--- src/fdchi_params.svh ---
`ifndef FDCHI_PARAMS_SVH
`define FDCHI_PARAMS_SVH
// Software register word indices of the controller's own port.
`define FDCHI_REG_CTRL 4'h0
`define FDCHI_REG_STATUS 4'h1
`define FDCHI_REG_CMD_LEN 4'h2
`define FDCHI_REG_RES_LEN 4'h3
`define FDCHI_REG_XFER_LEN 4'h4
`define FDCHI_REG_LAST_MSR 4'h5
`define FDCHI_REG_BUF_IDX 4'h6
`define FDCHI_REG_BUF_DATA 4'h7
// Control register fields.
`define FDCHI_CTRL_GO 0
`define FDCHI_CTRL_DMA 1
`define FDCHI_CTRL_WRITE 2
`define FDCHI_CTRL_MINI 3
`define FDCHI_CTRL_POLL 4
`define FDCHI_CTRL_RESET 8'h00
// Main status bit positions of the device.
`define FDCHI_MSR_DIR 6
`define FDCHI_MSR_RQM 7
`define FDCHI_MSR_EXEC 5
// Post-access wait, figure in ns, and the cycle count derived from it.
`define FDCHI_WAIT_NS 12000
`define FDCHI_CLK_NS 50
`define FDCHI_WAIT_CYC ((`FDCHI_WAIT_NS + `FDCHI_CLK_NS - 1) / `FDCHI_CLK_NS)
// Longest result phase the device defines.
`define FDCHI_MAX_RES 7
`define FDCHI_BUF_DEPTH 16
`endif

--- src/fdchi_pkg.sv ---
package fdchi_pkg;
    // Phase of the command sequence as the host walks it.
    typedef enum logic [3:0] {
        FDCHI_IDLE, FDCHI_CMD_POLL, FDCHI_CMD_WAIT, FDCHI_CMD_WR, FDCHI_EXEC,
        FDCHI_EXEC_XFER, FDCHI_RES_POLL, FDCHI_RES_WAIT, FDCHI_RES_RD, FDCHI_DONE
    } fdchi_state_t;
    // Host bus pins toward the device; select, read, write and acknowledge are active low, a0 and tc active high.
    typedef struct packed {
        logic cs_n;
        logic rd_n;
        logic wr_n;
        logic a0;
        logic dack_n;
        logic tc;
    } fdchi_bus_t;
endpackage

--- src/fdchi_buf.sv ---
`timescale 1ns/10ps
`default_nettype none
// Small byte memory holding command bytes, results and execution data.
module fdchi_buf (
    input wire logic clk_sys_in, // System clock.
    input wire logic we_in, // Write enable.
    input wire logic [3:0] waddr_in, // Write index.
    input wire logic [7:0] wdata_in, // Write byte.
    input wire logic [3:0] raddr_in, // Read index.
    output logic [7:0] rdata_out // Registered read byte.
);
    // Storage array, no reset needed since software fills it first.
    logic [7:0] mem [0:15];
    // Write port.
    always_ff @(posedge clk_sys_in)
    begin
        if (we_in)
        begin
            mem[waddr_in] <= wdata_in;
        end
    end
    // Read port comes out of a register.
    always_ff @(posedge clk_sys_in)
    begin
        rdata_out <= mem[raddr_in];
    end
endmodule
`default_nettype wire

--- src/fdchi_host.sv ---
// Design decisions made here: the register addresses and strobed register access.
`timescale 1ns/10ps
`default_nettype none
`include "fdchi_params.svh"
// Host side engine: runs command, execution and result phases on the device.
module fdchi_host (
    input wire logic clk_sys_in, // System clock, 20 MHz.
    input wire logic rst_n_in, // Asynchronous reset, active low.
    input wire logic [3:0] sw_addr_in, // Software register index.
    input wire logic [7:0] sw_wdata_in, // Software write data.
    input wire logic sw_wr_in, // Software write strobe.
    input wire logic sw_rd_in, // Software read strobe.
    output logic [7:0] sw_rdata_out, // Software read data, next cycle.
    output fdchi_pkg::fdchi_bus_t dev_bus_out, // Device control pins.
    output logic [7:0] dev_d_out, // Data bus toward the device.
    output logic dev_d_oe_out, // High while the host drives the data bus.
    input wire logic [7:0] dev_d_in, // Data bus from the device.
    input wire logic dev_irq_in, // Device interrupt request.
    input wire logic dev_drq_in // Device DMA request.
);
    // ************************************************************
    // Configuration and status registers
    // ************************************************************
    logic [7:0] ctrl; // Mode bits written by software.
    logic [3:0] cmd_len; // Command bytes to send.
    logic [3:0] res_len; // Result bytes to read.
    logic [3:0] xfer_len; // Execution data bytes.
    logic [7:0] last_msr; // Last main status seen.
    logic [3:0] sw_idx; // Software buffer pointer.
    logic busy; // Sequence in progress.
    logic done; // Sequence finished, sticky.
    logic seen_irq; // Termination interrupt seen.
    fdchi_pkg::fdchi_state_t state; // Sequencer state.
    logic [3:0] cnt; // Byte counter in current phase.
    logic [9:0] wait_cnt; // Post-access wait counter.
    logic [1:0] strobe_cnt; // Strobe width counter.
    logic [7:0] buf_rdata; // Buffer read data.
    logic buf_we; // Buffer write enable.
    logic [3:0] buf_waddr; // Buffer write index.
    logic [7:0] buf_wdata; // Buffer write data.
    logic [3:0] buf_raddr; // Buffer read index.
    // Wait count doubles at mini-floppy rates.
    function automatic logic [9:0] wait_limit(input logic mini);
        logic [9:0] base;
        base = 10'(`FDCHI_WAIT_CYC);
        wait_limit = mini ? 10'(base << 1) : base;
    endfunction
    // Result bytes start after command bytes in the buffer.
    function automatic logic [3:0] res_slot(input logic [3:0] len, input logic [3:0] i);
        res_slot = 4'(len + i);
    endfunction
    // Software write side: mode bits and lengths.
    always_ff @(posedge clk_sys_in or negedge rst_n_in)
    begin
        if (!rst_n_in)
        begin
            ctrl <= `FDCHI_CTRL_RESET;
            cmd_len <= 4'h1;
            res_len <= 4'h7;
            xfer_len <= 4'h0;
        end
        else if (sw_wr_in)
        begin
            unique case (sw_addr_in)
                `FDCHI_REG_CTRL: ctrl <= sw_wdata_in;
                `FDCHI_REG_CMD_LEN: cmd_len <= sw_wdata_in[3:0];
                `FDCHI_REG_RES_LEN: res_len <= sw_wdata_in[3:0];
                `FDCHI_REG_XFER_LEN: xfer_len <= sw_wdata_in[3:0];
                default: ctrl <= ctrl;
            endcase
        end
        else if (state == fdchi_pkg::FDCHI_IDLE && ctrl[`FDCHI_CTRL_GO])
        begin
            // Go bit is self clearing once the sequence starts.
            ctrl[`FDCHI_CTRL_GO] <= 1'b0;
        end
    end
    // Software buffer pointer auto increments on data access.
    always_ff @(posedge clk_sys_in or negedge rst_n_in)
    begin
        if (!rst_n_in)
        begin
            sw_idx <= 4'h0;
        end
        else if (sw_wr_in && sw_addr_in == `FDCHI_REG_BUF_IDX)
        begin
            sw_idx <= sw_wdata_in[3:0];
        end
        else if ((sw_wr_in || sw_rd_in) && sw_addr_in == `FDCHI_REG_BUF_DATA)
        begin
            sw_idx <= 4'(sw_idx + 4'h1);
        end
    end
    // Read mux; buffer data come registered so read one cycle later.
    always_ff @(posedge clk_sys_in or negedge rst_n_in)
    begin
        if (!rst_n_in)
        begin
            sw_rdata_out <= 8'h00;
        end
        else if (sw_rd_in)
        begin
            unique case (sw_addr_in)
                `FDCHI_REG_CTRL: sw_rdata_out <= ctrl;
                `FDCHI_REG_STATUS: sw_rdata_out <= {5'h00, seen_irq, done, busy};
                `FDCHI_REG_CMD_LEN: sw_rdata_out <= {4'h0, cmd_len};
                `FDCHI_REG_RES_LEN: sw_rdata_out <= {4'h0, res_len};
                `FDCHI_REG_XFER_LEN: sw_rdata_out <= {4'h0, xfer_len};
                `FDCHI_REG_LAST_MSR: sw_rdata_out <= last_msr;
                `FDCHI_REG_BUF_IDX: sw_rdata_out <= {4'h0, sw_idx};
                `FDCHI_REG_BUF_DATA: sw_rdata_out <= buf_rdata;
                default: sw_rdata_out <= 8'h00;
            endcase
        end
    end
    // ************************************************************
    // Buffer port sharing
    // ************************************************************
    // Software owns the buffer while idle; the engine owns it otherwise.
    always_comb
    begin
        buf_we = 1'b0;
        buf_waddr = sw_idx;
        buf_wdata = sw_wdata_in;
        buf_raddr = sw_idx;
        // Look one word ahead on a data access, so back-to-back reads stay fresh.
        if ((sw_wr_in || sw_rd_in) && sw_addr_in == `FDCHI_REG_BUF_DATA)
        begin
            buf_raddr = 4'(sw_idx + 4'h1);
        end
        else if (sw_wr_in && sw_addr_in == `FDCHI_REG_BUF_IDX)
        begin
            buf_raddr = sw_wdata_in[3:0];
        end
        if (busy)
        begin
            buf_raddr = cnt;
            buf_waddr = (state == fdchi_pkg::FDCHI_RES_RD) ? res_slot(cmd_len, cnt) : cnt;
            buf_wdata = dev_d_in;
            buf_we = (state == fdchi_pkg::FDCHI_RES_RD || (state == fdchi_pkg::FDCHI_EXEC_XFER
                && !ctrl[`FDCHI_CTRL_WRITE])) && strobe_cnt == 2'd2;
        end
        else if (sw_wr_in && sw_addr_in == `FDCHI_REG_BUF_DATA)
        begin
            buf_we = 1'b1;
        end
    end
    fdchi_buf u_buf (
        .clk_sys_in(clk_sys_in),
        .we_in(buf_we),
        .waddr_in(buf_waddr),
        .wdata_in(buf_wdata),
        .raddr_in(buf_raddr),
        .rdata_out(buf_rdata)
    );
    // ************************************************************
    // Phase sequencer
    // ************************************************************
    // Each device access is a three cycle strobe; data is sampled in the last.
    // Execution data share the buffer from index 0, so a read transfer overwrites the
    // command bytes; software must reload them for the next command.
    always_ff @(posedge clk_sys_in or negedge rst_n_in)
    begin
        if (!rst_n_in)
        begin
            state <= fdchi_pkg::FDCHI_IDLE;
            cnt <= 4'h0;
            wait_cnt <= 10'h000;
            strobe_cnt <= 2'd0;
            busy <= 1'b0;
            done <= 1'b0;
            seen_irq <= 1'b0;
            last_msr <= 8'h00;
            dev_bus_out <= '{cs_n: 1'b1, rd_n: 1'b1, wr_n: 1'b1, a0: 1'b0, dack_n: 1'b1,
                tc: 1'b0};
            dev_d_out <= 8'h00;
            dev_d_oe_out <= 1'b0;
        end
        else
        begin
            unique case (state)
                fdchi_pkg::FDCHI_IDLE:
                begin
                    cnt <= 4'h0;
                    if (sw_rd_in && sw_addr_in == `FDCHI_REG_STATUS)
                    begin
                        done <= 1'b0;
                    end
                    if (ctrl[`FDCHI_CTRL_GO])
                    begin
                        busy <= 1'b1;
                        seen_irq <= 1'b0;
                        state <= fdchi_pkg::FDCHI_CMD_POLL;
                    end
                end
                fdchi_pkg::FDCHI_CMD_POLL, fdchi_pkg::FDCHI_RES_POLL:
                begin
                    // Read main status before every byte of these phases.
                    dev_bus_out.cs_n <= 1'b0;
                    dev_bus_out.a0 <= 1'b0;
                    dev_bus_out.rd_n <= (strobe_cnt == 2'd2);
                    strobe_cnt <= (strobe_cnt == 2'd2) ? 2'd0 : 2'(strobe_cnt + 2'd1);
                    if (strobe_cnt == 2'd2)
                    begin
                        last_msr <= dev_d_in;
                        dev_bus_out.cs_n <= 1'b1;
                        // Poll until the handshake bits allow the transfer.
                        if (dev_d_in[`FDCHI_MSR_RQM])
                        begin
                            if (state == fdchi_pkg::FDCHI_CMD_POLL)
                            begin
                                if (!dev_d_in[`FDCHI_MSR_DIR])
                                begin
                                    state <= fdchi_pkg::FDCHI_CMD_WR;
                                end
                            end
                            else if (dev_d_in[`FDCHI_MSR_DIR])
                            begin
                                state <= fdchi_pkg::FDCHI_RES_RD;
                            end
                        end
                    end
                end
                fdchi_pkg::FDCHI_CMD_WR:
                begin
                    // Command bytes leave in buffer order, code first.
                    dev_bus_out.cs_n <= 1'b0;
                    dev_bus_out.a0 <= 1'b1;
                    dev_d_out <= buf_rdata;
                    dev_d_oe_out <= 1'b1;
                    dev_bus_out.wr_n <= (strobe_cnt == 2'd2) || (strobe_cnt == 2'd0);
                    strobe_cnt <= (strobe_cnt == 2'd2) ? 2'd0 : 2'(strobe_cnt + 2'd1);
                    if (strobe_cnt == 2'd2)
                    begin
                        dev_bus_out.cs_n <= 1'b1;
                        dev_d_oe_out <= 1'b0;
                        wait_cnt <= wait_limit(ctrl[`FDCHI_CTRL_MINI]);
                        cnt <= 4'(cnt + 4'h1);
                        state <= fdchi_pkg::FDCHI_CMD_WAIT;
                    end
                end
                fdchi_pkg::FDCHI_CMD_WAIT, fdchi_pkg::FDCHI_RES_WAIT:
                begin
                    // Hold off status reads after each data access.
                    if (wait_cnt != 10'h000 && !ctrl[`FDCHI_CTRL_POLL])
                    begin
                        wait_cnt <= 10'(wait_cnt - 10'h001);
                    end
                    else if (state == fdchi_pkg::FDCHI_CMD_WAIT)
                    begin
                        // Execution follows the last command byte with no shortcut.
                        state <= (cnt == cmd_len) ? fdchi_pkg::FDCHI_EXEC
                            : fdchi_pkg::FDCHI_CMD_POLL;
                        if (cnt == cmd_len)
                        begin
                            cnt <= 4'h0;
                        end
                    end
                    else
                    begin
                        state <= (cnt == res_len) ? fdchi_pkg::FDCHI_DONE
                            : fdchi_pkg::FDCHI_RES_POLL;
                    end
                end
                fdchi_pkg::FDCHI_EXEC:
                begin
                    // No status pre-read here; requests pace the bytes.
                    dev_bus_out.tc <= 1'b0;
                    if (cnt < xfer_len && ctrl[`FDCHI_CTRL_DMA] && dev_drq_in)
                    begin
                        state <= fdchi_pkg::FDCHI_EXEC_XFER;
                    end
                    else if (cnt < xfer_len && !ctrl[`FDCHI_CTRL_DMA] && dev_irq_in)
                    begin
                        state <= fdchi_pkg::FDCHI_EXEC_XFER;
                    end
                    else if (cnt == xfer_len && (dev_irq_in || xfer_len == 4'h0))
                    begin
                        // Termination interrupt opens the result phase; with no execution data it opens at once.
                        seen_irq <= dev_irq_in;
                        cnt <= 4'h0;
                        state <= fdchi_pkg::FDCHI_RES_POLL;
                    end
                end
                fdchi_pkg::FDCHI_EXEC_XFER:
                begin
                    // DMA cycles use acknowledge; programmed ones use select.
                    dev_bus_out.dack_n <= !ctrl[`FDCHI_CTRL_DMA];
                    dev_bus_out.cs_n <= ctrl[`FDCHI_CTRL_DMA];
                    dev_bus_out.a0 <= 1'b1;
                    dev_d_out <= buf_rdata;
                    dev_d_oe_out <= ctrl[`FDCHI_CTRL_WRITE];
                    dev_bus_out.rd_n <= ctrl[`FDCHI_CTRL_WRITE] || strobe_cnt == 2'd2;
                    dev_bus_out.wr_n <= !ctrl[`FDCHI_CTRL_WRITE] || strobe_cnt != 2'd1;
                    // Terminal count rides with acknowledge on the last byte.
                    dev_bus_out.tc <= ctrl[`FDCHI_CTRL_DMA] && 4'(cnt + 4'h1) == xfer_len;
                    strobe_cnt <= (strobe_cnt == 2'd2) ? 2'd0 : 2'(strobe_cnt + 2'd1);
                    if (strobe_cnt == 2'd2)
                    begin
                        dev_bus_out.dack_n <= 1'b1;
                        dev_bus_out.cs_n <= 1'b1;
                        // Terminal count falls together with acknowledge, never after it.
                        dev_bus_out.tc <= 1'b0;
                        dev_d_oe_out <= 1'b0;
                        cnt <= 4'(cnt + 4'h1);
                        state <= fdchi_pkg::FDCHI_EXEC;
                    end
                end
                fdchi_pkg::FDCHI_RES_RD:
                begin
                    // Result bytes land after the command bytes; the first
                    // read also clears the termination interrupt.
                    dev_bus_out.cs_n <= 1'b0;
                    dev_bus_out.a0 <= 1'b1;
                    dev_bus_out.rd_n <= (strobe_cnt == 2'd2);
                    strobe_cnt <= (strobe_cnt == 2'd2) ? 2'd0 : 2'(strobe_cnt + 2'd1);
                    if (strobe_cnt == 2'd2)
                    begin
                        dev_bus_out.cs_n <= 1'b1;
                        cnt <= 4'(cnt + 4'h1);
                        wait_cnt <= wait_limit(ctrl[`FDCHI_CTRL_MINI]);
                        state <= fdchi_pkg::FDCHI_RES_WAIT;
                    end
                end
                fdchi_pkg::FDCHI_DONE:
                begin
                    busy <= 1'b0;
                    done <= 1'b1;
                    state <= fdchi_pkg::FDCHI_IDLE;
                end
                default:
                begin
                    state <= fdchi_pkg::FDCHI_IDLE;
                end
            endcase
        end
    end
    // ************************************************************
    // Checks
    // ************************************************************
    // A command write only follows a status read showing the ready pattern.
    cmd_gate_a: assert property (@(posedge clk_sys_in) disable iff (!rst_n_in)
        (state == fdchi_pkg::FDCHI_CMD_WR && $past(state) == fdchi_pkg::FDCHI_CMD_POLL)
        |-> (last_msr[`FDCHI_MSR_RQM] && !last_msr[`FDCHI_MSR_DIR]))
        else $error("command written without ready status");
    res_gate_a: assert property (@(posedge clk_sys_in) disable iff (!rst_n_in)
        (state == fdchi_pkg::FDCHI_RES_RD && $past(state) == fdchi_pkg::FDCHI_RES_POLL)
        |-> (last_msr[`FDCHI_MSR_RQM] && last_msr[`FDCHI_MSR_DIR]))
        else $error("result read without ready status");
    wait_hold_a: assert property (@(posedge clk_sys_in) disable iff (!rst_n_in)
        (state == fdchi_pkg::FDCHI_CMD_WAIT && wait_cnt > 10'h001 && !ctrl[`FDCHI_CTRL_POLL])
        |=> state == fdchi_pkg::FDCHI_CMD_WAIT)
        else $error("status read before the wait ended");
    dma_strobe_a: assert property (@(posedge clk_sys_in) disable iff (!rst_n_in)
        (!dev_bus_out.rd_n || !dev_bus_out.wr_n) |-> (!dev_bus_out.dack_n || !dev_bus_out.cs_n))
        else $error("strobe without select or acknowledge");
    tc_qual_a: assert property (@(posedge clk_sys_in) disable iff (!rst_n_in)
        dev_bus_out.tc |-> !dev_bus_out.dack_n)
        else $error("terminal count without acknowledge");
    no_collide_a: assert property (@(posedge clk_sys_in) disable iff (!rst_n_in)
        !(!dev_bus_out.rd_n && dev_d_oe_out))
        else $error("host drives bus during read");
    res_count_a: assert property (@(posedge clk_sys_in) disable iff (!rst_n_in)
        state == fdchi_pkg::FDCHI_DONE |-> $past(cnt) == res_len)
        else $error("command ended before all results read");
    cmd_count_a: assert property (@(posedge clk_sys_in) disable iff (!rst_n_in)
        ($past(state) == fdchi_pkg::FDCHI_CMD_WAIT && state == fdchi_pkg::FDCHI_EXEC)
        |-> $past(cnt) == cmd_len)
        else $error("execution entered with command short");
    cover_cmd_c: cover property (@(posedge clk_sys_in) disable iff (!rst_n_in)
        state == fdchi_pkg::FDCHI_CMD_WR ##1 state == fdchi_pkg::FDCHI_CMD_WR);
    cover_dma_c: cover property (@(posedge clk_sys_in) disable iff (!rst_n_in)
        !dev_bus_out.dack_n && dev_bus_out.tc);
    cover_done_c: cover property (@(posedge clk_sys_in) disable iff (!rst_n_in)
        state == fdchi_pkg::FDCHI_DONE);
endmodule
`default_nettype wire

--- config.mk ---
export PLATFORM = sky130hd
export DESIGN_NAME = fdchi_host
export DESIGN_NICKNAME = d
export VERILOG_FILES = /design/src/fdchi_pkg.sv /design/src/fdchi_buf.sv /design/src/fdchi_host.sv
export VERILOG_INCLUDE_DIRS = /design/src /design/src/src
export SDC_FILE = /design/constraint.sdc
export NUM_CORES = 1
export LEC_CHECK = 0
export ABC_CLOCK_PERIOD_IN_PS = 3400
export BUFFER_PORTS_ARGS = -buffer_cell sky130_fd_sc_hd__buf_2
export CAP_MARGIN = 20
export CORE_MARGIN = 4
export CORE_UTILIZATION = 60
export CTS_CLUSTER_SIZE = 25
export DETAILED_ROUTE_END_ITERATION = 10
export PLACE_DENSITY = 0.75
export SYNTH_ARGS = -nofsm -noshare
export SYNTH_HDL_FRONTEND = slang
export SYNTH_SLANG_ARGS = --single-unit
--- constraint.sdc ---
create_clock -name clk_sys_in -period 3.4 [get_ports clk_sys_in]
set_input_delay 0.17 -clock clk_sys_in [delete_from_list [all_inputs] [get_ports clk_sys_in]]
set_output_delay 0.17 -clock clk_sys_in [all_outputs]
set_load 0.005 [all_outputs]
# == Yosys cells after proc, flatten, opt, wreduce, memory -nomap -nowiden ==
# Memories as Yosys holds them, arrays and structs flattened. A register that Yosys moved wholly into a read port is not among the register bits.
# Cells that the tools add are included.
# W data, S select, Z words.
# word_totals
reg_bits,78
ram_bits,128
out_inout_bits,23
memories,1
# classes
add_sub_neg,5
order_cmp,1
eq_ne,42
mux,66
reduce_logical,59
# mem_list
memory,depth,width,rd,rd_ports_with_merged_regs,wr,line_no,source
u_buf.mem,16,8,1,1,1,fdchi_buf.sv:13,logic [7:0] mem [0:15];
# ops
cell,n
$mux W4,29
$pmux W8 S8,1
$eq A4 B3 Y1 const B,8
$pmux W4 S7,1
$ne A2 B2 Y1 const B,11
$mux W10,2
$pmux W10 S2,1
$reduce_bool A2 Y1,10
$pmux W1 S2,9
$mux W1,17
$eq A4 B2 Y1 const B,4
$eq A4 B4 Y1,4
$pmux W4 S4,1
$reduce_and A2 Y1,8
$logic_and A1 B1 Y1,14
$ne A2 B1 Y1 const B,7
$logic_not A4 Y1,3
$reduce_and A10 Y1,1
$reduce_bool A10 Y1,1
$sub A10 B1 Y10 const B,1
$mux W9,1
$add A4 B1 Y4 const B,2
$eq A4 B1 Y1 const B,2
$eq A4 B4 Y1 const B,2
20 further kinds,33

# == Depth between registers and ports, before layout ==
# depth
depth_word,7
ltp_mapped,11
ltp_nobuf,9

# == By module ==
# From an unflattened synthesis, not the netlist that was laid out.
# hier_totals
cells_unflattened,719
hier_area_um2,9826.9
# by_module_without_submodules
module,n_inst,cells_per_inst,area_per_inst_um2
fdchi_buf,1,229,5147.4
fdchi_host,1,490,4679.5

# == Worst setup path after synthesis ==
# No wires, ideal clock.
# synth_path
path_type,reg-to-reg
startpoint,register state[2]
endpoint,memory u_buf.mem[10][0] (enable)
setup_ps,370
t_arrival_ps,2252
t_required_ps,3030
setup_slack_ps,778
stages_incl_launch_ff,8
path_buffers,1
period_less_slack_ps,2622
path_cell_list,dfrtp_1 > nand2b_1 > or3_1 > clkbuf_1 > or3_1 > a31oi_1 > nand2_1 > nor2_1
# synth_between
elab_chain_len,7
# synth_rtl
element,line_no,source
"start, declared",fdchi_host.sv:33,fdchi_pkg::fdchi_state_t state;
"start signal, assigned",fdchi_host.sv:166,state <= fdchi_pkg::FDCHI_IDLE;
"start signal, assigned",fdchi_host.sv:193,state <= fdchi_pkg::FDCHI_CMD_POLL;
"start signal, assigned",fdchi_host.sv:214,state <= fdchi_pkg::FDCHI_CMD_WR;
$eq A4 B3 Y1,fdchi_host.sv:140,buf_we = (state == fdchi_pkg::FDCHI_RES_RD || (state == fdchi_pkg::FDCHI_EXEC_XFER
$logic_and A1 B1 Y1,fdchi_host.sv:140,
$logic_or A1 B1 Y1,fdchi_host.sv:140,
$logic_and A1 B1 Y1,fdchi_host.sv:140,
$mux W1,fdchi_host.sv:135,if (busy)
$mux W1,fdchi_buf.sv:17,if (we_in)
$mux W1 (not written as such),fdchi_buf.sv:19,mem[waddr_in] <= wdata_in;
"end, declared",fdchi_buf.sv:13,
# Several ways; a longest one is shown, not always the timed one.

# == Worst setup path after layout ==
# layout_path
startpoint,register state[2]
endpoint,memory u_buf.mem[6][0] (enable)
# The elaborated chain is that of the path after synthesis.

==> reports/metrics.yaml <==
r2r_start: "state[2]"
grt_max_degree: 79
critPathRequiredTime_ps: 3550
gp_congestion: 0.974
max-slew-margin-rel_pct: 48.0
synth_fp_nets: 901
cts_tree: "done"
clkTransAtPathRegs_ps: 60
synth_cells: 863
cp_slowest_stage_delay_ps: 570
fp.dieH_um: 138
die_w_um: 138
cts_buffer_depth: 3
postSynth.asyncResetShare_pct: 36.4
worstSetupEndpointType: "flip-flop"
ff2ff_setup_slack_ps: 430
cts_buffers: 23
portBuffers: 48
hold_class: "in2async"
cp.arrival_ps: 3120
power_density_nw_per_um2: 831
area_delta_synth_final_pct: 15.1
yosys_register_bits: 214
vias: 7608
synth-edff-count: 128
fin_skew_ps: 18.4
die_area_um2: 19000
cts_root_buffer: "clkbuf_16"
cap_violations: 0
synth_top_area_share_pct: 38.0
setup_viol: 0
clock-sinks: 214
vias_per_cell: 6.47
antenna_found_initial: 0
num_rows: 47
final_layout_size_suffix_gt1_share_pct: 18.8
power.leakage_nw: 4.51
clk_latency_ps: 530
muxShareOfSynthArea_pct: 8.52
fin_nets: 975
synth_simple_gate_area_share_pct: 11.5
start_util_pct: 61.0
finalHoldViolCount: 0
synth_area_leaders: "edfxtp_1 (38%), dfrtp_1 (17%), mux2_2 (5.0%), a21oi_1 (3.1%), o21ai_0 (2.8%)"
fillers: 1189
crit_buf_inv: 0
post_cts_buffers: 0
ys_seq_area_share_pct: 58.9
drt-total-wl_um: 27100
r2r_cells: 7
fmax_mhz: 336
post-dp-hpwl_um: 18400
tightest_slew_ps: 780
wl_per_cell_um: 23.0
synth.avg_cell_area_um2: 11.7
synth_xor_area_share_pct: 1.38
yosysMostFrequentCell: "edfxtp_1"
start_kind: "flip-flop"
drc: 0
drv_slew: 0
tns_ps: 0
r2r-end: "u_buf.mem[6][0]"
synthAdderAreaFrac_pct: 1.56
synth_compound_area_share_pct: 15.2
synth_cell_type_count: 67
grt_first_pass_wirelength_um: 42500
critPathKind: "reg2reg"
gr-total-overflow: 0
core_area_um2: 16600
fin_crit_ps: 2970
fin_hold_ws_ps: 97.7
ir_drop_v: 0.000538
yosys_warnings: 0
finalCritPeriodShare_pct: 87.5
ioPinCount: 49
crit_family: "simple AND/OR/NAND/NOR gates"
synth.top_cells.by_count: "edfxtp_1 (128), dfrtp_1 (70), a21oi_1 (62), nor2_1 (62), nand2_1 (60)"
outcome: "finished, final reports clean"
htree_levels: 1
rsz0062_at_grt: "false"
synthFlopType: "edfxtp_1"
syn_area_um2: 10100
crit_path_max_fanout: 10
crit_chain: "nand2b_1 > or3_1 > o21ai_0 > a31oi_1 > a211oi_1 > nand2_1 > nor2_1"
yosysTopAreaCell: "edfxtp_1"
grt_usage_pct: 29.3
antenna_left: 0
grt_pass1_vias: 7526
cpMaxStageDelayCell: "nor2_1"
drtIter0Drc: 853
synth_top_family_by_area: "compound AO/OA/AOI/OAI gates"
firstDrtPassIters: 5
[through the flow]
stage,util (%),power (mW),instance area (um2),cells,setup WS [ps]
after global routing,70.2,10.2,11600,1174,277
final,70.3,9.68,11600,1175,426
after CTS,70.0,9.64,11600,1172,480
after floorplan,-,5.96,10100,863,778
after global placement,64.3,6.99,10700,1112,553
after detailed placement,64.3,7.08,10700,1112,493
[kinds of logic after synthesis]
logic type               after synthesis
buffers and inverters                 69
multiplexers                          73
adder cells (fa/ha/maj)               12
flip-flops                           214
AO/OA/AOI/OAI                        233
XOR/XNOR                              16
AND/OR/NAND/NOR                      246
[report_power, final]
part | total (mW) | internal, mW | switching [mW]
Sequential | 3.62 | 3.24 | 0.383
Clock | 2.55 | 1.54 | 1.01
Combinational | 3.50 | 1.39 | 2.11
[timing repair]
action	in CTS	in global routing
hold buffers	18	0
resized for setup	0	0
endpoints found under the hold margin	91	0
[cell type report]
type / instances / area [um2] / share of cell area [%]
flip-flops and latches: 214 / 5970 / 51.2
multi-input cells: 580 / 3870 / 33.2
repair buffers: 100 / 696 / 5.97
clock buffers: 37 / 688 / 5.91
well taps: 220 / 275 / 2.36
clock inverters: 5 / 88.8 / 0.763
inverters: 18 / 67.6 / 0.580
diodes: 1 / 2.50 / 0.0215
[registers in the layout, indices dropped and copies added (netlist names), 4 cells and up]
register / flops
last_msr: 8
state: 4
u_buf.mem: 128
cmd_len: 4
cnt: 4
sw_idx: 4
u_buf.rdata_out: 8
ctrl: 8
wait_cnt: 10
dev_bus_out: 6
res_len: 4
dev_d_out: 8
sw_rdata_out: 8
xfer_len: 4
[how the worst max path moves through the flow]
stage,from,endpoint,slack [ps],cells after the start
CTS,sw_idx[0],u_buf.rdata_out[4],480,8
global route,state[2],u_buf.mem[2][5],280,7
finish,state[2],u_buf.mem[6][0],430,7
floorplan,state[2],u_buf.mem[10][0],780,7
global placement,state[2],u_buf.mem[3][0],550,7
detailed placement,state[2],u_buf.mem[2][5],490,7
[metal layers]
layer / GRT usage, % / wire length [um] / up-vias
met2: 49.8 / 13300 / 360
li1: - / - / 3409
met5: 0 / 0 / -
met1: 37.8 / 10600 / 3750
met4: 12.6 / 1300 / 0
met3: 4.32 / 1770 / 89
[cell usage in the layout (no fill, tap or decap), types with 22 or more instances in the layout]
cell       count
o21ai_0       57
mux2i_1       22
buf_2         47
a21oi_1       62
edfxtp_1     128
buf_4         33
nand3_1       56
dfrtp_1       70
nand2_1       60
clkbuf_16     23
nor2_1        62
mux2_2        45
(Power assumes the default switching activity.)
